--- src/shared/tmr8_regs.svh ---
// Register offsets, field positions, reset values and counter limits
`ifndef TMR8_REGS_SVH
`define TMR8_REGS_SVH
`define TMR8_OFF_CTRL 8'h00
`define TMR8_OFF_COUNT 8'h04
`define TMR8_OFF_COMPARE 8'h08
`define TMR8_OFF_FLAGS 8'h0c
`define TMR8_OFF_IRQEN 8'h10
`define TMR8_OFF_ASYNC 8'h14
`define TMR8_OFF_PORT 8'h18
`define TMR8_CTRL_CS_LSB 0
`define TMR8_CTRL_COM_LSB 4
`define TMR8_CTRL_WAVE_LSB 6
`define TMR8_CTRL_FORCE_BIT 8
`define TMR8_FLAG_OVF_BIT 0
`define TMR8_FLAG_CMP_BIT 1
`define TMR8_PORT_DIR_BIT 0
`define TMR8_PORT_DATA_BIT 1
`define TMR8_RST_CTRL 8'h00
`define TMR8_RST_BYTE 8'h00
`define TMR8_BOTTOM 8'h00
`define TMR8_MAX 8'hff
`endif

--- src/shared/tmr8_pkg.sv ---
// Types shared by the timer design files
package tmr8_pkg;
    typedef enum logic [1:0] {
        TMR8_NORMAL = 2'b00,
        TMR8_FAST_PWM = 2'b01,
        TMR8_CTC = 2'b10,
        TMR8_PHASE_PWM = 2'b11
    } tmr8_wave_e;

    typedef struct packed {
        tmr8_wave_e waveformMode;
        logic [1:0] compareOutputMode;
        logic spare;
        logic [2:0] clockSelect;
    } tmr8_ctrl_s;
endpackage : tmr8_pkg

--- src/hdl/tmr8_sync.sv ---
// Two-flop synchroniser for a pin level
`timescale 1ns/1ps
module tmr8_sync (
    input wire logic clk,
    input wire logic rst,
    input wire logic pinLevel,
    output logic syncLevel
);
    logic stage1;

    always_ff @(posedge clk) begin
        if (rst) begin
            stage1 <= 1'b0;
            syncLevel <= 1'b0;
        end else begin
            stage1 <= pinLevel;
            syncLevel <= stage1;
        end
    end
endmodule : tmr8_sync

--- src/hdl/tmr8_prescaler.sv ---
// Prescaler turning base ticks into the timer clock enable
`timescale 1ns/1ps
module tmr8_prescaler (
    input wire logic clk,
    input wire logic rst,
    input wire logic baseTick,
    input wire logic [2:0] clockSelect,
    output logic tick
);
    logic [9:0] divider;
    logic [9:0] mask;

    assign mask = (clockSelect == 3'h2) ? 10'h007 :
                  (clockSelect == 3'h3) ? 10'h01f :
                  (clockSelect == 3'h4) ? 10'h03f :
                  (clockSelect == 3'h5) ? 10'h07f :
                  (clockSelect == 3'h6) ? 10'h0ff :
                  (clockSelect == 3'h7) ? 10'h3ff : 10'h000;
    // Zero select means no timer clock at all
    assign tick = (clockSelect != 3'h0) && baseTick &&
                  ((divider & mask) == mask);

    always_ff @(posedge clk) begin
        if (rst) begin
            divider <= 10'h000;
        end else if (baseTick) begin
            divider <= divider + 10'h001;
        end
    end
endmodule : tmr8_prescaler

--- src/hdl/tmr8_timer.sv ---
// 8-bit timer with compare unit, waveform output and APB registers
//
// Contract
// RULE_01: Timer clock is the I/O clock unless async select picks oscillator.
// RULE_02: Each timer tick clears, increments or decrements counter per mode.
// RULE_03: Clock select zero stops the counter, value held.
// RULE_04: Software reads and writes the counter at any time.
// RULE_05: A software counter write beats any clear or count.
// RULE_06: The two waveform mode bits select the counting sequence.
// RULE_07: Overflow flag set at the mode's point and can request interrupt.
// RULE_08: Comparator flags a match whenever counter equals compare value.
// RULE_09: Compare flag set on the timer tick after the match.
// RULE_10: Enabled compare flag raises interrupt; cleared by ack or write one.
// RULE_11: Waveform output built from match, mode bits, max and bottom.
// RULE_12: Compare value double buffered in PWM modes, updated at top/bottom.
// RULE_13: Software reaches buffer when buffered, else the active compare.
// RULE_14: Force strobe acts as match on output only, non-PWM modes.
// RULE_15: Counter write blocks any match on the next timer tick.
// RULE_16: Software avoids writing counter equal compare, or zero downcounting.
// RULE_17: Compare output state kept across waveform mode changes.
// RULE_18: Compare output mode bits unbuffered, effective immediately.
// RULE_19: Output mode bits set next-match action and pin source.
// RULE_20: Nonzero output mode overrides the general port output.
// RULE_21: Pin direction stays with the direction bit.
// RULE_22: Software sets output state before enabling pin as output.
// RULE_23: Bottom is 0x00, max 0xff, top max or compare value.
// RULE_24: Mode 0 normal, 2 clear on match, 1 fast PWM.
// RULE_25: Output mode zero means no action on the output state.
`timescale 1ns/1ps
`include "tmr8_regs.svh"
module tmr8_timer (
    input wire logic clk,
    input wire logic rst,
    input wire logic psel,
    input wire logic penable,
    input wire logic pwrite,
    input wire logic [7:0] paddr,
    input wire logic [31:0] pwdata,
    output logic [31:0] prdata,
    output logic pready,
    output logic pslverr,
    input wire logic overflowAck,
    input wire logic compareAck,
    input wire logic oscPinIn,
    output logic oscPinOut,
    output logic compareOutput,
    output logic compareOutputOe,
    output logic irq
);
    tmr8_pkg::tmr8_ctrl_s ctrl;
    logic [7:0] counterValue;
    logic [7:0] compareValue;
    logic [7:0] compareBuffer;
    logic countDown;
    logic blockPend;
    logic overflowFlag;
    logic compareFlag;
    logic overflowIrqEnable;
    logic compareIrqEnable;
    logic asyncClockSelect;
    logic outputDirectionBit;
    logic portData;
    logic ocState;
    logic oscSync;
    logic oscPrev;
    logic baseTick;
    logic tick;

    // Bus decode
    logic setupPhase;
    logic wrEn;
    logic selCtrl;
    logic selCount;
    logic selCompare;
    logic selFlags;
    logic selIrqEn;
    logic selAsync;
    logic selPort;
    logic mapped;
    logic [31:0] readMux;

    assign setupPhase = psel && !penable;
    assign wrEn = psel && penable && pwrite && pready && !pslverr;
    assign selCtrl = (paddr == `TMR8_OFF_CTRL);
    assign selCount = (paddr == `TMR8_OFF_COUNT);
    assign selCompare = (paddr == `TMR8_OFF_COMPARE);
    assign selFlags = (paddr == `TMR8_OFF_FLAGS);
    assign selIrqEn = (paddr == `TMR8_OFF_IRQEN);
    assign selAsync = (paddr == `TMR8_OFF_ASYNC);
    assign selPort = (paddr == `TMR8_OFF_PORT);
    assign mapped = selCtrl || selCount || selCompare || selFlags ||
                    selIrqEn || selAsync || selPort;

    logic pwmMode;
    logic ctrlWr;
    logic cntWr;
    logic cmpWr;
    logic flagWr;
    logic forceEv;

    assign pwmMode = (ctrl.waveformMode == tmr8_pkg::TMR8_FAST_PWM) ||
                     (ctrl.waveformMode == tmr8_pkg::TMR8_PHASE_PWM);
    assign ctrlWr = wrEn && selCtrl;
    assign cntWr = wrEn && selCount;
    assign cmpWr = wrEn && selCompare;
    assign flagWr = wrEn && selFlags;
    assign forceEv = ctrlWr && pwdata[`TMR8_CTRL_FORCE_BIT] &&
                     !pwmMode; // RULE_14

    // Read data; compare reads follow the buffering state
    assign readMux =
        selCtrl ? {24'h000000, ctrl} :
        selCount ? {24'h000000, counterValue} : // RULE_04
        selCompare ? {24'h000000, pwmMode ? compareBuffer : compareValue} :
        selFlags ? {30'h00000000, compareFlag, overflowFlag} :
        selIrqEn ? {30'h00000000, compareIrqEnable, overflowIrqEnable} :
        selAsync ? {31'h00000000, asyncClockSelect} :
        selPort ? {30'h00000000, portData, outputDirectionBit} :
        32'h00000000;

    always_ff @(posedge clk) begin
        if (rst) begin
            pready <= 1'b0;
            pslverr <= 1'b0;
            prdata <= 32'h00000000;
        end else begin
            pready <= setupPhase;
            pslverr <= setupPhase && !mapped;
            prdata <= setupPhase ? readMux : 32'h00000000;
        end
    end

    // Timer clock source
    tmr8_sync u_oscSync (
        .clk(clk),
        .rst(rst),
        .pinLevel(oscPinIn),
        .syncLevel(oscSync)
    );

    assign baseTick = asyncClockSelect ? (oscSync && !oscPrev) : 1'b1; // RULE_01

    tmr8_prescaler u_prescaler (
        .clk(clk),
        .rst(rst),
        .baseTick(baseTick),
        .clockSelect(ctrl.clockSelect),
        .tick(tick)
    );

    // Counter and compare events
    logic match;
    logic matchEv;
    logic atMax;
    logic atBottom;
    logic ctcClear;
    logic wrapEv;
    logic bufferUpdate;
    logic overflowEv;
    logic [7:0] next_counter;
    logic next_down;

    assign match = (counterValue == compareValue); // RULE_08
    assign matchEv = tick && match && !blockPend; // RULE_15
    assign atMax = (counterValue == `TMR8_MAX); // RULE_23
    assign atBottom = (counterValue == `TMR8_BOTTOM);
    assign ctcClear = (ctrl.waveformMode == tmr8_pkg::TMR8_CTC) && matchEv;
    assign wrapEv = tick && atMax &&
                    (ctrl.waveformMode != tmr8_pkg::TMR8_PHASE_PWM);
    assign bufferUpdate = pwmMode && tick && atMax; // RULE_12
    assign overflowEv =
        (ctrl.waveformMode == tmr8_pkg::TMR8_PHASE_PWM) ?
        (tick && atBottom && countDown) : wrapEv; // RULE_07

    // Sequence chosen by the waveform mode bits
    always_comb begin
        next_counter = counterValue;
        next_down = countDown;
        if (tick) begin
            case (ctrl.waveformMode) // RULE_06 RULE_24
                tmr8_pkg::TMR8_CTC: begin
                    next_down = 1'b0;
                    next_counter = ctcClear ? `TMR8_BOTTOM :
                                   counterValue + 8'h01; // RULE_02
                end
                tmr8_pkg::TMR8_PHASE_PWM: begin
                    if (!countDown && atMax) begin
                        next_down = 1'b1;
                        next_counter = counterValue - 8'h01;
                    end else if (countDown && atBottom) begin
                        next_down = 1'b0;
                        next_counter = counterValue + 8'h01;
                    end else if (countDown) begin
                        next_counter = counterValue - 8'h01;
                    end else begin
                        next_counter = counterValue + 8'h01;
                    end
                end
                default: begin
                    next_down = 1'b0;
                    next_counter = counterValue + 8'h01;
                end
            endcase
        end
        if (cntWr) begin
            next_counter = pwdata[7:0]; // RULE_05
        end
    end

    always_ff @(posedge clk) begin
        if (rst) begin
            counterValue <= `TMR8_RST_BYTE;
            countDown <= 1'b0;
            blockPend <= 1'b0;
            oscPrev <= 1'b0;
            oscPinOut <= 1'b0;
        end else begin
            counterValue <= next_counter; // RULE_03
            countDown <= next_down;
            blockPend <= cntWr || (blockPend && !tick); // RULE_15
            oscPrev <= oscSync;
            oscPinOut <= asyncClockSelect && !oscSync;
        end
    end

    // Control registers; compare writes go where buffering says
    always_ff @(posedge clk) begin
        if (rst) begin
            ctrl <= `TMR8_RST_CTRL;
            compareValue <= `TMR8_RST_BYTE;
            compareBuffer <= `TMR8_RST_BYTE;
            overflowIrqEnable <= 1'b0;
            compareIrqEnable <= 1'b0;
            asyncClockSelect <= 1'b0;
            outputDirectionBit <= 1'b0;
            portData <= 1'b0;
        end else begin
            if (ctrlWr) begin
                ctrl <= pwdata[7:0]; // RULE_18
            end
            if (cmpWr) begin
                compareBuffer <= pwdata[7:0]; // RULE_13
            end
            if (cmpWr && !pwmMode) begin
                compareValue <= pwdata[7:0]; // RULE_13
            end else if (bufferUpdate) begin
                compareValue <= compareBuffer; // RULE_12
            end
            if (wrEn && selIrqEn) begin
                overflowIrqEnable <= pwdata[`TMR8_FLAG_OVF_BIT];
                compareIrqEnable <= pwdata[`TMR8_FLAG_CMP_BIT];
            end
            if (wrEn && selAsync) begin
                asyncClockSelect <= pwdata[0]; // RULE_01
            end
            if (wrEn && selPort) begin
                outputDirectionBit <= pwdata[`TMR8_PORT_DIR_BIT];
                portData <= pwdata[`TMR8_PORT_DATA_BIT];
            end
        end
    end

    // Flags: a set in the same cycle as a clear wins
    logic ovfClr;
    logic cmpClr;

    assign ovfClr = overflowAck || (flagWr && pwdata[`TMR8_FLAG_OVF_BIT]);
    assign cmpClr = compareAck || (flagWr && pwdata[`TMR8_FLAG_CMP_BIT]);

    always_ff @(posedge clk) begin
        if (rst) begin
            overflowFlag <= 1'b0;
            compareFlag <= 1'b0;
            irq <= 1'b0;
        end else begin
            overflowFlag <= overflowEv || (overflowFlag && !ovfClr); // RULE_07
            compareFlag <= matchEv || (compareFlag && !cmpClr); // RULE_09 RULE_10
            irq <= (compareFlag && compareIrqEnable) ||
                   (overflowFlag && overflowIrqEnable); // RULE_10
        end
    end

    // Waveform generator
    logic [1:0] com;
    logic [1:0] forceCom;
    logic matchAct;
    logic next_oc;

    assign com = ctrl.compareOutputMode;
    // A force acts with the output mode written beside it
    assign forceCom = forceEv ? pwdata[`TMR8_CTRL_COM_LSB +: 2] : com; // RULE_18
    assign matchAct = matchEv || forceEv; // RULE_14

    always_comb begin
        next_oc = ocState; // RULE_17 RULE_25
        case (ctrl.waveformMode) // RULE_11
            tmr8_pkg::TMR8_FAST_PWM: begin
                if (wrapEv && com[1]) begin
                    next_oc = !com[0];
                end else if (matchEv && com[1]) begin
                    next_oc = com[0];
                end else if (matchEv && com == 2'b01) begin
                    next_oc = !ocState;
                end
            end
            tmr8_pkg::TMR8_PHASE_PWM: begin
                if (matchEv && com[1]) begin
                    next_oc = com[0] ^ countDown;
                end
            end
            default: begin
                if (matchAct) begin
                    case (forceCom) // RULE_19
                        2'b01: next_oc = !ocState;
                        2'b10: next_oc = 1'b0;
                        2'b11: next_oc = 1'b1;
                        default: next_oc = ocState;
                    endcase
                end
            end
        endcase
    end

    always_ff @(posedge clk) begin
        if (rst) begin
            ocState <= 1'b0;
            compareOutput <= 1'b0;
            compareOutputOe <= 1'b0;
        end else begin
            ocState <= next_oc;
            compareOutput <= (com != 2'b00) ? ocState : portData; // RULE_20
            compareOutputOe <= outputDirectionBit; // RULE_21
        end
    end
endmodule : tmr8_timer

--- config.mk ---
export PLATFORM = sky130hd
export DESIGN_NAME = tmr8_timer
export DESIGN_NICKNAME = d
export VERILOG_FILES = /design/src/shared/tmr8_pkg.sv /design/src/hdl/tmr8_sync.sv /design/src/hdl/tmr8_prescaler.sv /design/src/hdl/tmr8_timer.sv
export VERILOG_INCLUDE_DIRS = /design/src /design/src/shared
export SDC_FILE = /design/constraint.sdc
export NUM_CORES = 1
export LEC_CHECK = 0
export BUFFER_PORTS_ARGS = -buffer_cell sky130_fd_sc_hd__buf_2
export CORE_MARGIN = 2
export CORE_UTILIZATION = 35
export CTS_CLUSTER_SIZE = 12
export DETAILED_ROUTE_END_ITERATION = 16
export PLACE_DENSITY = 0.66
export REMOVE_ABC_BUFFERS = 1
export SETUP_SLACK_MARGIN = 0.2
export SYNTH_ARGS = -nofsm -noshare
export SYNTH_HDL_FRONTEND = slang
export SYNTH_HIERARCHICAL = 1
export SYNTH_SLANG_ARGS = --single-unit
--- constraint.sdc ---
create_clock -name clk -period 3.3 [get_ports clk]
set_input_delay 0.33 -clock clk [delete_from_list [all_inputs] [get_ports clk]]
set_output_delay 0.33 -clock clk [all_outputs]
set_load 0.05 [all_outputs]
* Word level (Yosys, flattened, before mapping) *
Cells that the tools add are included.

word-level totals
  register bits = 93

cells by class
  $add $sub $neg = 3
  eq/ne operators = 26
  muxes and demuxes = 37
  bitwise gates (word level) = 3
  reduce and logical (&&, ||, !) cells = 80

operator list
  cell                   count
  $mux 8                 12
  $mux 10                6
  $logic_and 1x1->1      41
  $eq 8x5->1 const B     3
  $eq 8x4->1 const B     2
  $logic_not 8->1        2
  $pmux 8 s2             1
  $logic_or 1x1->1       14
  $logic_not 1->1        13
  $eq 3x3->1 const B     4
  $mux 1                 11
  $add 10x1->10 const B  1
  $and 10x10->10         1
  $eq 10x10->1           1
  $mux 2                 5
  $add 8x1->8 const B    1
  $eq 2x2->1 const B     4
  $eq 8x3->1 const B     1
  $eq 8x8->1             1
  $eq 8x8->1 const B     1
  $reduce_or 8->1        1
  $sub 8x1->8 const B    1
  $eq 2x1->1 const B     3
  $eq 3x2->1 const B     2
  14 further kinds       17

* Depth between registers and ports, before layout *
Gate-level depths: netlist (run 1).

  word-level depth = 17
  gate-level depth with buffers = 12
  mapped depth without buffers = 10

* By module *
Netlist (run 1), hierarchy kept.

modules (own cells, without submodules)
  module          instances  cells each  area each (µm²)  seq. area each (µm²)
  tmr8_timer      1          433         3505.9           1141.1
  tmr8_prescaler  1          59          510.5            200.2
  tmr8_sync       1          4           52.6             40.0

* Worst setup path after synthesis (run 1) *
No wires, ideal clock.

  kind = flip-flop to flip-flop
  start = reg u_oscSync.syncLevel
  end = reg ocState
  arrival = 2177 ps
  setup slack = 990 ps
  stages on the path, launching flop included = 13
  path buffers = 2
  period minus slack after synthesis = 2310 ps
  cells stage by stage = dfxtp_1 > inv_1 > o21ai_0 > buf_2 > o311ai_1 > a2111oi_1 > clkbuf_1 > and3_1 > nand3_1 > nand4_1 > mux2i_1 > nor4_1 > a211oi_1

between the ends
  cells in the longest elaborated chain, start to end = 10

ends and longest elaborated chain
  what                                line                                  source
  start, declared                     tmr8_sync.sv:7                        output logic syncLevel
  start signal, assigned              tmr8_sync.sv:17                       syncLevel <= stage1;
  $logic_and 1x1->1 (*)               tmr8_timer.sv:141                     assign baseTick = asyncClockSelect ? (oscSync && !oscPrev) : 1'b1;
  $mux 1 (*)                          tmr8_timer.sv:141
  via baseTick                        tmr8_timer.sv:66                      logic baseTick;
  $logic_and 1x1->1 (*) (2 in a row)  tmr8_prescaler.sv:20                  assign tick = (clockSelect != 3'h0) && baseTick &&
  via tick                            tmr8_timer.sv:67                      logic tick;
  $logic_and 1x1->1 (2 in a row)      tmr8_timer.sv:164                     assign matchEv = tick && match && !blockPend;
  $logic_and 1x1->1                   tmr8_timer.sv:300, tmr8_timer.sv:307
  $mux 1                              tmr8_timer.sv:300                     end else if (matchEv && com[1]) begin
  $mux 1                              tmr8_timer.sv:298                     if (wrapEv && com[1]) begin
  $pmux 1 s2                          tmr8_timer.sv:296                     case (ctrl.waveformMode)
  end signal, assigned                tmr8_timer.sv:330                     ocState <= next_oc;
  end, declared                       tmr8_timer.sv:63                      logic ocState;

Mark *: on every way through the listed nets, which the timed path passes. The rest lies on a longest branch.
A chain may end at the register's enable or synchronous reset.

* Worst setup path in the final report (run 1) *
  start = reg ctrl[0] in the netlist's numbering
  end = reg compareValue[1]

between the ends
  cells in the longest elaborated chain, start to end = 13

ends and longest elaborated chain
  what                                line                  source
  start, declared                     tmr8_timer.sv:50      tmr8_pkg::tmr8_ctrl_s ctrl;
  start signal, assigned              tmr8_timer.sv:229     ctrl <= `TMR8_RST_CTRL;
  start signal, assigned              tmr8_timer.sv:239     ctrl <= pwdata[7:0];
  $eq 3x3->1                          tmr8_prescaler.sv:18  (clockSelect == 3'h7) ? 10'h3ff : 10'h000;
  $mux 10                             tmr8_prescaler.sv:18
  $mux 10                             tmr8_prescaler.sv:17  (clockSelect == 3'h6) ? 10'h0ff :
  $mux 10                             tmr8_prescaler.sv:16  (clockSelect == 3'h5) ? 10'h07f :
  $mux 10                             tmr8_prescaler.sv:15  (clockSelect == 3'h4) ? 10'h03f :
  $mux 10                             tmr8_prescaler.sv:14  (clockSelect == 3'h3) ? 10'h01f :
  $mux 10                             tmr8_prescaler.sv:13  assign mask = (clockSelect == 3'h2) ? 10'h007 :
  $and 10x10->10                      tmr8_prescaler.sv:21  ((divider & mask) == mask);
  $eq 10x10->1                        tmr8_prescaler.sv:21
  $logic_and 1x1->1 (*)               tmr8_prescaler.sv:20
  via tick                            tmr8_timer.sv:67
  $logic_and 1x1->1 (*) (2 in a row)  tmr8_timer.sv:170     assign bufferUpdate = pwmMode && tick && atMax;
  $reduce_bool 2->1 (no line) (*)     -
  end signal, assigned                tmr8_timer.sv:230     compareValue <= `TMR8_RST_BYTE;
  end signal, assigned                tmr8_timer.sv:245     compareValue <= pwdata[7:0];
  end signal, assigned                tmr8_timer.sv:247     compareValue <= compareBuffer;
  end, declared                       tmr8_timer.sv:52      logic [7:0] compareValue;

Marked as above.

==> results of run 1 <==
final cells by class:
type / instances / area [um^2]
Sequential cell: 69 / 1380
Tap cell: 143 / 179
Inverter: 16 / 60.1
Fill cell: 1150 / 6820
Timing Repair Buffer: 46 / 250
Clock buffer: 9 / 225
Clock inverter: 7 / 73.8
Multi-Input combinational cell: 377 / 2380
final timing paths:
path / slack, ps / to / depth (start not counted)
worst max-delay path: 620 / compareValue[1]$_SDFFE_PP0P_ / 10
worst min-delay path: 210 / u_oscSync/stage1$_SDFF_PP0_ / 2
worst max register to register: 620 / compareValue[1]$_SDFFE_PP0P_ / 10
worst min register to register: 420 / oscPinOut$_SDFF_PP0_ / 1
registers in the layout, indices dropped and copies added, names as in the netlist, 2 cells and up:
signal               count
ctrl                     6
com                      2
counterValue             8
compareValue             8
u_prescaler/divider     10
compareBuffer            8
prdata                   8
per-stage QoR:
stage	util, %	hold WS, ps	instance area (um^2)
final	40.0	208	4550
after CTS	40.0	206	4550
after floorplan	-	395	3820
after detailed placement	37.4	421	4250
after global routing	40.0	223	4550
after global placement	37.4	411	4250
power by group through the flow:
stage / combinational (W) / sequential, W / clock, W
floorplan: 0.000116 / 0.000880 / 0
global placement: 0.000173 / 0.000882 / 0
detailed placement: 0.000175 / 0.000883 / 0
CTS: 0.000175 / 0.000865 / 0.000988
global route: 0.000189 / 0.000867 / 0.00102
finish: 0.000177 / 0.000865 / 0.000971
cells by family (layout without fill, tap and decap cells):
family	Yosys count	count (layout)
compound gates	102	102
xor+xnor	21	21
fa+ha+maj	4	4
buf+inv	73	78
flops	69	69
mux	21	21
other cells	1	24
simple gates	205	205
synth_stat cells, drive strengths merged (2+ instances only):
| master | count |
|---|---|
| dfxtp | 69 |
| nor2 | 61 |
| nand2 | 43 |
| buf | 37 |
| a21oi | 31 |
| nand3 | 30 |
| clkbuf | 20 |
| mux2i | 20 |
| nor3 | 17 |
| o21ai | 17 |
| inv | 16 |
| xor2 | 13 |
| nand4 | 12 |
| a221oi | 9 |
| a311oi | 9 |
| and3 | 8 |
| xnor2 | 8 |
| a211oi | 7 |
| nor4 | 6 |
| nor2b | 5 |
| a31oi | 4 |
| ha | 4 |
| nand2b | 4 |
| nor3b | 4 |
| a2111oi | 3 |
| a22oi | 3 |
| and2 | 3 |
| and4 | 3 |
| o21bai | 3 |
| o22ai | 3 |
| or3 | 3 |
| a31o | 2 |
| a41oi | 2 |
| nand3b | 2 |
| o311ai | 2 |
| o31a | 2 |
layer usage:
metal	track usage (%)	share of wire, %	up-vias
met5	0	0	-
met4	5.76	1.9	0
met3	3.59	5.9	20
met2	26.2	47	121
met1	22.0	45	1734
li1	-	-	1777
==> flow_summary_export.csv, run 1 <==
group,metric,value,unit
synth,synth_compound_area_share,17.8,%
floorplanning,num_rows,39,
setup_path,cp_slowest_cell,"nor4_4",
floorplanning,io_pins,86,
clocking,post_cts.repair.setup_buffers,0,
floorplanning,core-area,0.0114,mm^2
timing,maxSlewViolCount,0,
drt,drt-total-wl,10300,um
drt,route.detailed.vias_per_inst,5.48,
grt,gr-total-overflow,0,
drt,drtAntennaViolNets,0,
finish,final_cell_mix,"dfxtp_1 (69), nor2_1 (61), nand2_1 (42)",
worst_hold_path,hp-start,"oscPinIn",
drt,drc,0,
finish,fin_nets,571,
finish,final_common_cell,"dfxtp_1",
power_and_ir_drop,switching_share,26.8,%
power_and_ir_drop,p_int,0.00147,W
power_and_ir_drop,p_seq_share,43.0,%
finish,drive_above_1_share,16.8,%
power_and_ir_drop,p_per_area,442,mW/mm^2
timing,fin_crit,2680,ps
worst_hold_path,worstHoldPathType,"input port to flip-flop",
grt,grt_first_pass_wirelength,16800,um
clocking,clock_path_buffers,2,
floorplanning,die_w,112,um
finish,area_growth,11.8,%
setup_path,path_max_fanout,20,
timing,hold_viol,0,
floorplanning,die-area,0.0125,mm^2
clocking,clock-sinks,69,
setup_path,crit_path_end_kind,"flip-flop",
job,maxCapViolCount,0,
synth,synth_edf_count,0,
clocking,cts_tree,"done",
setup_path,critPathArrivalTime,2930,ps
power_and_ir_drop,power_leakage,1.78,nW
placed_design,pre_cts_slack,650,ps
setup_path,path_cells,"nor2b_1 -> o21ai_1 -> nand2_1 -> a2111oi_2 -> buf_4 -> nand2_1 -> nor4_4 -> buf_4 -> nand3_1 -> a311oi_1",
floorplanning,initial_core_util,35.8,%
placed_design,portBuffers,38,
timing,finalSetupTns,0,ps
finish,antenna_cells,0,
timing,slew_headroom,50.0,%
power_and_ir_drop,combPwrFrac,8.8,%
timing,period_share,81.2,%
synth,avgSynthCellArea,8.20,um^2
synth,yosys.area_share.xor_xnor,4.52,%
grt,grt_max_degree,32,
synth,synth.area.top_cells,"dfxtp_1 (34%), nor2_1 (5.6%), mux2i_1 (4.9%), buf_4 (4.8%), nand2_1 (3.9%)",
synth,synth_ff_type,"dfxtp_1",
clocking,clk_pin_slew,60,ps
power_and_ir_drop,finalPower,0.00201,W
power_and_ir_drop,power_frac_clock,48.2,%
drt,routedWlPerCell,15.5,um
clocking,cts_hold_buf,0,
run_status,status,"completed",
grt,grtUsageTotal,16.4,%
timing,clock.fmax,373,MHz
drt,vias,3652,
power_and_ir_drop,power_switching,0.000539,W
synth,yosys_register_bits,69,
grt,first_global_vias,3392,
timing,finClkSkew,8.30,ps
drt,drt_iter0_markers,240,
clocking,cts_buffers,9,
clocking,cts_repair_resize_count,0,
setup_path,worstReg2RegStart,"ctrl[0]$_SDFFE_PP0N_",
placed_design,place_inst,651,
synth,synth_cells,496,
synth,synth_area,0.00407,mm^2
synth,synthAdderAreaFrac,1.23,%
setup_path,path_class,"flip-flop to flip-flop",
clocking,root_buffer,"clkbuf_16",
timing,grt_setup_unrepaired,"false",
placed_design,gp_congestion,0.910,
synth,yosys.area.top_type,"dfxtp_1",
synth,synth_top_area_share,33.9,%
setup_path,path_delay_family,"simple AND/OR/NAND/NOR gates",
setup_path,crit_start,"ctrl[0]$_SDFFE_PP0N_",
setup_path,crit_required,3550,ps
floorplanning,dieHeight,112,um
setup_path,cp-start-kind,"flip-flop",
finish,final_cells,667,
timing,setup_viol,0,
setup_path,path_buf_inv,2,
synth,ys_types,65,
timing,tightest_slew,749,ps
placed_design,dp_hpwl,7220,um
setup_path,slowest_delay,450,ps
grt,antenna_found_initial,0,
clocking,worstSkewPairLatency,330,ps
drt,drt_pass1_iterations,5,
synth,synth_seq_area_share,33.9,%
synth,muxShareOfSynthArea,5.20,%
synth,yosys_warnings,6,
synth,synthSimpleGateAreaFrac,27.5,%
timing,setup_ws,620,ps
clocking,htreeDepth,3,
power_and_ir_drop,vdd_drop_max,302,uV
synth,async_reset_ff_share,0,%
synth,synth_top_family_by_area,"simple AND/OR/NAND/NOR gates",
No activity file was read; power rests on OpenSTA's default activity.
==> run 2: changes to the inputs <==
==> constraint.sdc (replaced) <==
create_clock -name clk -period 2.8 [get_ports clk]
set_input_delay 0.28 -clock clk [delete_from_list [all_inputs] [get_ports clk]]
set_output_delay 0.28 -clock clk [all_outputs]
set_load 0.05 [all_outputs]
==> run 2 against run 1 <==
Effect of this change: setup slack got worse by 260 ps; clock-buffer cell count is the same; total power grew 19%; register-to-register slack got worse by 260 ps; flip-flop and latch count unchanged; non-clock buffer count is 11 higher; worst hold slack got worse by 57 ps; cell count rose by 1.6%; critical path type unchanged; critical endpoint is now ocState$_SDFFE_PP0P_; largest power group unchanged.
==> flow_summary_export.csv, run 2 (synthesized netlist as in run 1, its figures left out) <==
group,metric,value,unit
timing,tightest_slew,637,ps
setup_path,path_max_fanout,7,
setup_path,cp-start-kind,"flip-flop",
grt,antenna_found_initial,0,
timing,fin_crit,2440,ps
power_and_ir_drop,power_switching,0.000656,W
floorplanning,die-area,0.0125,mm^2
floorplanning,die_w,112,um
finish,final_cells,678,
power_and_ir_drop,vdd_drop_max,349,uV
floorplanning,dieHeight,112,um
finish,area_growth,14.7,%
finish,drive_above_1_share,18.7,%
clocking,cts_buffers,9,
worst_hold_path,min_to,"u_oscSync/stage1$_SDFF_PP0_",
placed_design,dp_hpwl,7350,um
power_and_ir_drop,switching_share,27.3,%
grt,grt.met2_usage,28.3,%
grt,grtUsageMet1,22.1,%
power_and_ir_drop,power_leakage,1.84,nW
clocking,cts_tree,"done",
setup_path,rr_worst_depth,12,
drt,drt_pass1_iterations,4,
power_and_ir_drop,p_int,0.00175,W
timing,setup_ws,359,ps
placed_design,pre_cts_slack,200,ps
setup_path,critPathArrivalTime,2680,ps
grt,grt_first_pass_wirelength,17300,um
clocking,root_buffer,"clkbuf_16",
finish,final_util,41.0,%
drt,drt-total-wl,10400,um
placed_design,gp_congestion,0.840,
setup_path,crit_path_end_kind,"flip-flop",
timing,maxSlewViolCount,0,
setup_path,worstReg2RegStart,"ctrl[0]$_SDFFE_PP0N_",
floorplanning,io_pins,86,
worst_hold_path,hp-start,"oscPinIn",
finish,fillCellCount,1138,
grt,grt_most_used_layer,"met2",
setup_path,path_class,"flip-flop to flip-flop",
placed_design,place_inst,657,
grt,grt_use_met3,3.32,%
finish,final_common_cell,"dfxtp_1",
clocking,cts_hold_buf,0,
finish,antenna_cells,0,
clocking,worstSkewPairLatency,340,ps
power_and_ir_drop,combPwrFrac,8.7,%
clocking,clock-sinks,69,
setup_path,crit_required,3040,ps
placed_design,portBuffers,38,
finish,regMostFlops,"u_prescaler/divider",
floorplanning,num_rows,39,
finish,largest_reg_flops,10,
floorplanning,core-area,0.0114,mm^2
setup_path,path_cells,"nor2b_1 -> o21ai_1 -> nand2_1 -> a2111oi_4 -> buf_6 -> nand2_1 -> nor4_4 -> buf_4 -> a21oi_2 -> nor3_2 -> nor4_1 -> a211oi_1",
drt,routedWlPerCell,15.4,um
timing,hold_viol,0,
clocking,clock_path_buffers,2,
timing,grt_setup_unrepaired,"false",
worst_hold_path,worstHoldPathType,"input port to flip-flop",
power_and_ir_drop,p_per_area,515,mW/mm^2
setup_path,cp_slowest_cell,"a2111oi_4",
clocking,htreeDepth,3,
grt,first_global_vias,3489,
floorplanning,initial_core_util,35.8,%
power_and_ir_drop,p_seq_share,42.3,%
job,maxCapViolCount,0,
finish,fin_nets,582,
setup_path,crit_top_cell,"nand2_1",
timing,finClkSkew,7.46,ps
grt,grtUsageTotal,17.0,%
drt,drc,0,
finish,final_cell_mix,"dfxtp_1 (69), nor2_1 (61), nand2_1 (42)",
timing,hold_slack,151,ps
power_and_ir_drop,finalPower,0.00240,W
timing,setup_viol,0,
setup_path,ff2ff_setup_slack,360,ps
drt,drtAntennaViolNets,0,
timing,slew_headroom,57.5,%
setup_path,slowest_delay,370,ps
timing,period_share,87.2,%
setup_path,r2r-end,"ocState$_SDFFE_PP0P_",
power_and_ir_drop,power_frac_clock,48.9,%
run_status,status,"completed",
drt,drt_iter0_markers,306,
worst_hold_path,min_path_cells,2,
timing,clock.fmax,410,MHz
grt,gr-total-overflow,0,
grt,grt_max_degree,60,
clocking,clk_pin_slew,60,ps
drt,route.detailed.vias_per_inst,5.40,
drt,vias,3663,
[run 2: per-stage QoR]
step / setup TNS [ps] / cell area, um^2
after global placement: 0 / 4300
after floorplan: -19180 / 3820
after global routing: 0 / 4670
final: 0 / 4670
after detailed placement: 0 / 4300
after CTS: 0 / 4630
[run 2: timing repair]
item / in CTS / in global routing
resized for setup: 1 / 3
gates cloned: 1 / 0
endpoints found under the setup margin: 1 / 14
pin swaps: 1 / 2
buffers inserted: 1 / 3
[run 2: final cells by class]
type | count | area [um^2] | area share (%)
clock buffer | 9 | 225 | 4.83
clock inverter | 7 | 81.3 | 1.74
multi-input combinational | 377 | 2400 | 51.4
timing repair buffer | 57 | 340 | 7.29
sequential | 69 | 1380 | 29.6
inverter | 16 | 60.1 | 1.29
tap | 143 | 179 | 3.83
[run 2: metal layers]
layer / routed length (um) / part of all wire [%]
met5: 0 / 0
met4: 167 / 1.6
met3: 595 / 5.7
met2: 5070 / 49
met1: 4580 / 44
[run 2: power groups by stage]
stage | Combinational [W] | Clock (W) | Sequential, W
after CTS | 0.000209 | 0.00120 | 0.00102
after global placement | 0.000207 | 0 | 0.00104
after detailed placement | 0.000209 | 0 | 0.00104
after global routing | 0.000229 | 0.00125 | 0.00102
after floorplan | 0.000137 | 0 | 0.00104
final | 0.000210 | 0.00118 | 0.00102
[run 2: worst max-delay path, delay by kind of cell (launching register included)]
kind,cells,cell delay (ps)
AO/OA/AOI/OAI,4,780
buffers and inverters,2,370
flip-flops,1,360
AND/OR/NAND/NOR,6,820
[run 2: how the worst max path moves through the flow]
| stage | end | depth (start not counted) | from | slack, ps |
|---|---|---|---|---|
| 6_report | ocState$_SDFFE_PP0P_ | 12 | ctrl[0]$_SDFFE_PP0N_ | 360 |
| 5_1_grt | ocState$_SDFFE_PP0P_ | 12 | ctrl[0]$_SDFFE_PP0N_ | 180 |
| 4_1_cts | ocState$_SDFFE_PP0P_ | 12 | ctrl[0]$_SDFFE_PP0N_ | 210 |
| 3_5_place_dp | ocState$_SDFFE_PP0P_ | 11 | ctrl[0]$_SDFFE_PP0N_ | 200 |
| 3_3_place_gp | ocState$_SDFFE_PP0P_ | 10 | ctrl[0]$_SDFFE_PP0N_ | 260 |
| 2_1_floorplan | ocState$_SDFFE_PP0P_ | 10 | u_oscSync/syncLevel$_SDFF_PP0_ | -1170 |
==> run 3: changes to the inputs <==
--- a/config.mk
+++ b/config.mk
@@ -7,11 +7,13 @@
 export NUM_CORES = 1
 export LEC_CHECK = 0
 export BUFFER_PORTS_ARGS = -buffer_cell sky130_fd_sc_hd__buf_2
+export CELL_PAD_IN_SITES_DETAIL_PLACEMENT = 0
+export CELL_PAD_IN_SITES_GLOBAL_PLACEMENT = 1
 export CORE_MARGIN = 2
 export CORE_UTILIZATION = 35
 export CTS_CLUSTER_SIZE = 12
 export DETAILED_ROUTE_END_ITERATION = 16
-export PLACE_DENSITY = 0.66
+export PLACE_DENSITY = 0.82
 export REMOVE_ABC_BUFFERS = 1
 export SETUP_SLACK_MARGIN = 0.2
 export SYNTH_ARGS = -nofsm -noshare
==> constraint.sdc (replaced) <==
create_clock -name clk -period 3.15 [get_ports clk]
set_input_delay 0.315 -clock clk [delete_from_list [all_inputs] [get_ports clk]]
set_output_delay 0.315 -clock clk [all_outputs]
set_load 0.05 [all_outputs]
==> run 3 against run 2 <==
Effect of this change: clock-buffer cell count up 1; core utilization down 0.54 points; worst hold slack better by 38 ps; setup slack better by 99 ps; cell count down 1.0%; combinational power fell by 12%; sequential power down 11%; first-iteration DRC count shrank 28%; via count grew 0.76%; cell area decreased by 1.3%; clock power is 14% lower; critical path type unchanged; largest cell class unchanged; highest routed layer unchanged.
==> flow_summary_export.csv, run 3 (synthesized netlist as in run 1, its figures left out) <==
group,metric,value,unit
clocking,clk_pin_slew,50,ps
setup_path,crit_path_end_kind,"flip-flop",
timing,period_share,85.5,%
finish,antenna_cells,0,
setup_path,ff2ff_setup_slack,460,ps
finish,final_common_cell,"dfxtp_1",
timing,setup_viol,0,
setup_path,rr_worst_depth,12,
clocking,cts_hold_buf,0,
floorplanning,core-area,0.0114,mm^2
drt,drtAntennaViolNets,0,
timing,fin_crit,2690,ps
setup_path,endpoint,"ocState$_SDFFE_PP0P_",
setup_path,slowest_delay,460,ps
grt,grtUsageTotal,17.2,%
timing,slew_headroom,54.3,%
floorplanning,io_pins,86,
run_status,status,"completed",
clocking,clock_path_buffers,2,
setup_path,worstReg2RegStart,"ctrl[0]$_SDFFE_PP0N_",
timing,clock.fmax,371,MHz
setup_path,cp_slowest_cell,"a2111oi_4",
drt,drt-total-wl,10700,um
drt,routedWlPerCell,15.9,um
grt,gr-total-overflow,0,
finish,area_growth,13.2,%
worst_hold_path,worstHoldPathType,"input port to flip-flop",
clocking,cts_tree,"done",
timing,setup_ws,457,ps
finish,fin_nets,576,
worst_hold_path,hp-start,"oscPinIn",
power_and_ir_drop,p_per_area,458,mW/mm^2
timing,grt_setup_unrepaired,"false",
floorplanning,num_rows,39,
power_and_ir_drop,finalPower,0.00211,W
placed_design,portBuffers,38,
grt,antenna_found_initial,0,
setup_path,crit_required,3390,ps
clocking,clock-sinks,69,
power_and_ir_drop,vdd_drop_max,298,uV
floorplanning,initial_core_util,35.8,%
timing,finClkSkew,7.11,ps
drt,route.detailed.vias_per_inst,5.50,
drt,vias,3691,
finish,final_cell_mix,"dfxtp_1 (69), nor2_1 (61), nand2_1 (42)",
finish,drive_above_1_share,17.4,%
drt,drc,0,
clocking,htreeDepth,3,
finish,largest_reg_flops,10,
grt,grt_first_pass_wirelength,17300,um
floorplanning,die_w,112,um
drt,drt_iter0_markers,221,
setup_path,path_max_fanout,10,
floorplanning,dieHeight,112,um
clocking,cts_buffers,9,
setup_path,path_cells,"nor2b_1 -> o21ai_1 -> nand2_1 -> a2111oi_4 -> buf_4 -> nand2_1 -> nor4_4 -> buf_4 -> a21oi_2 -> nor3_2 -> nor4_1 -> a211oi_1",
setup_path,critPathArrivalTime,2940,ps
timing,tightest_slew,685,ps
clocking,root_buffer,"clkbuf_16",
setup_path,path_class,"flip-flop to flip-flop",
setup_path,crit_start,"ctrl[0]$_SDFFE_PP0N_",
timing,hold_viol,0,
grt,grt_max_degree,60,
placed_design,gp_congestion,0.896,
drt,drt_pass1_iterations,4,
finish,regMostFlops,"u_prescaler/divider",
job,maxCapViolCount,0,
clocking,worstSkewPairLatency,340,ps
grt,first_global_vias,3394,
setup_path,cp-start-kind,"flip-flop",
timing,maxSlewViolCount,0,
placed_design,pre_cts_slack,347,ps
placed_design,dp_hpwl,7380,um
power_and_ir_drop,power_leakage,1.80,nW
floorplanning,die-area,0.0125,mm^2
setup_path,r2r-end,"ocState$_SDFFE_PP0P_",
[run 3: final cells by class]
cell class | instances | area [um^2]
repair buffers | 51 | 292
inverters | 16 | 60.1
clock inverters | 5 | 60.1
fillers | 1146 | 6770
multi-input cells | 377 | 2390
flip-flops and latches | 69 | 1380
well taps | 143 | 179
clock buffers | 10 | 239
[run 3: worst min path at each step]
stage | to | cells after the start
floorplan | oscPrev$_SDFF_PP0_ | 1
global placement | oscPinOut$_SDFF_PP0_ | 1
detailed placement | oscPinOut$_SDFF_PP0_ | 1
CTS | u_oscSync/stage1$_SDFF_PP0_ | 2
global route | u_oscSync/stage1$_SDFF_PP0_ | 2
finish | u_oscSync/stage1$_SDFF_PP0_ | 2
[run 3: what timing repair did]
action                     CTS  global route
setup endpoints to repair    0             7
setup buffers                0             3
resized for setup            0             1
[run 3: report_power, final]
group	internal (W)	switching, W	leakage (nW)
logic	0.0000451	0.000140	1.10
registers	0.000884	0.0000225	0.558
clock network	0.000632	0.000387	0.145
total	0.00156	0.000550	1.80
[run 3: worst max-delay path: cells and delay by family, from the launching register on]
| family | cells | cell delay (ps) |
|---|---|---|
| compound gates | 4 | 910 |
| buf+inv | 2 | 470 |
| flops | 1 | 350 |
| simple gates | 6 | 860 |
[run 3: routing by layer]
| layer | GRT usage [%] | vias up | wire length, um | part of all wire (%) |
|---|---|---|---|---|
| li1 | - | 1790 | - | - |
| met1 | 21.9 | 1742 | 4680 | 44 |
| met2 | 28.1 | 142 | 5070 | 48 |
| met3 | 4.03 | 17 | 676 | 6.3 |
| met4 | 7.00 | 0 | 235 | 2.2 |
| met5 | 0 | - | 0 | 0 |
[run 3: per-stage QoR]
stage          cell area, um^2  std cells  hold slack (ps)  setup TNS, ps  util, %
2_1_floorplan             3820        462              382         -11970        -
3_3_place_gp              4260        652              409              0     37.5
5_1_grt                   4600        671              186              0     40.5
6_report                  4600        671              189              0     40.5
3_5_place_dp              4260        652              411              0     37.5
4_1_cts                   4560        667              181              0     40.1
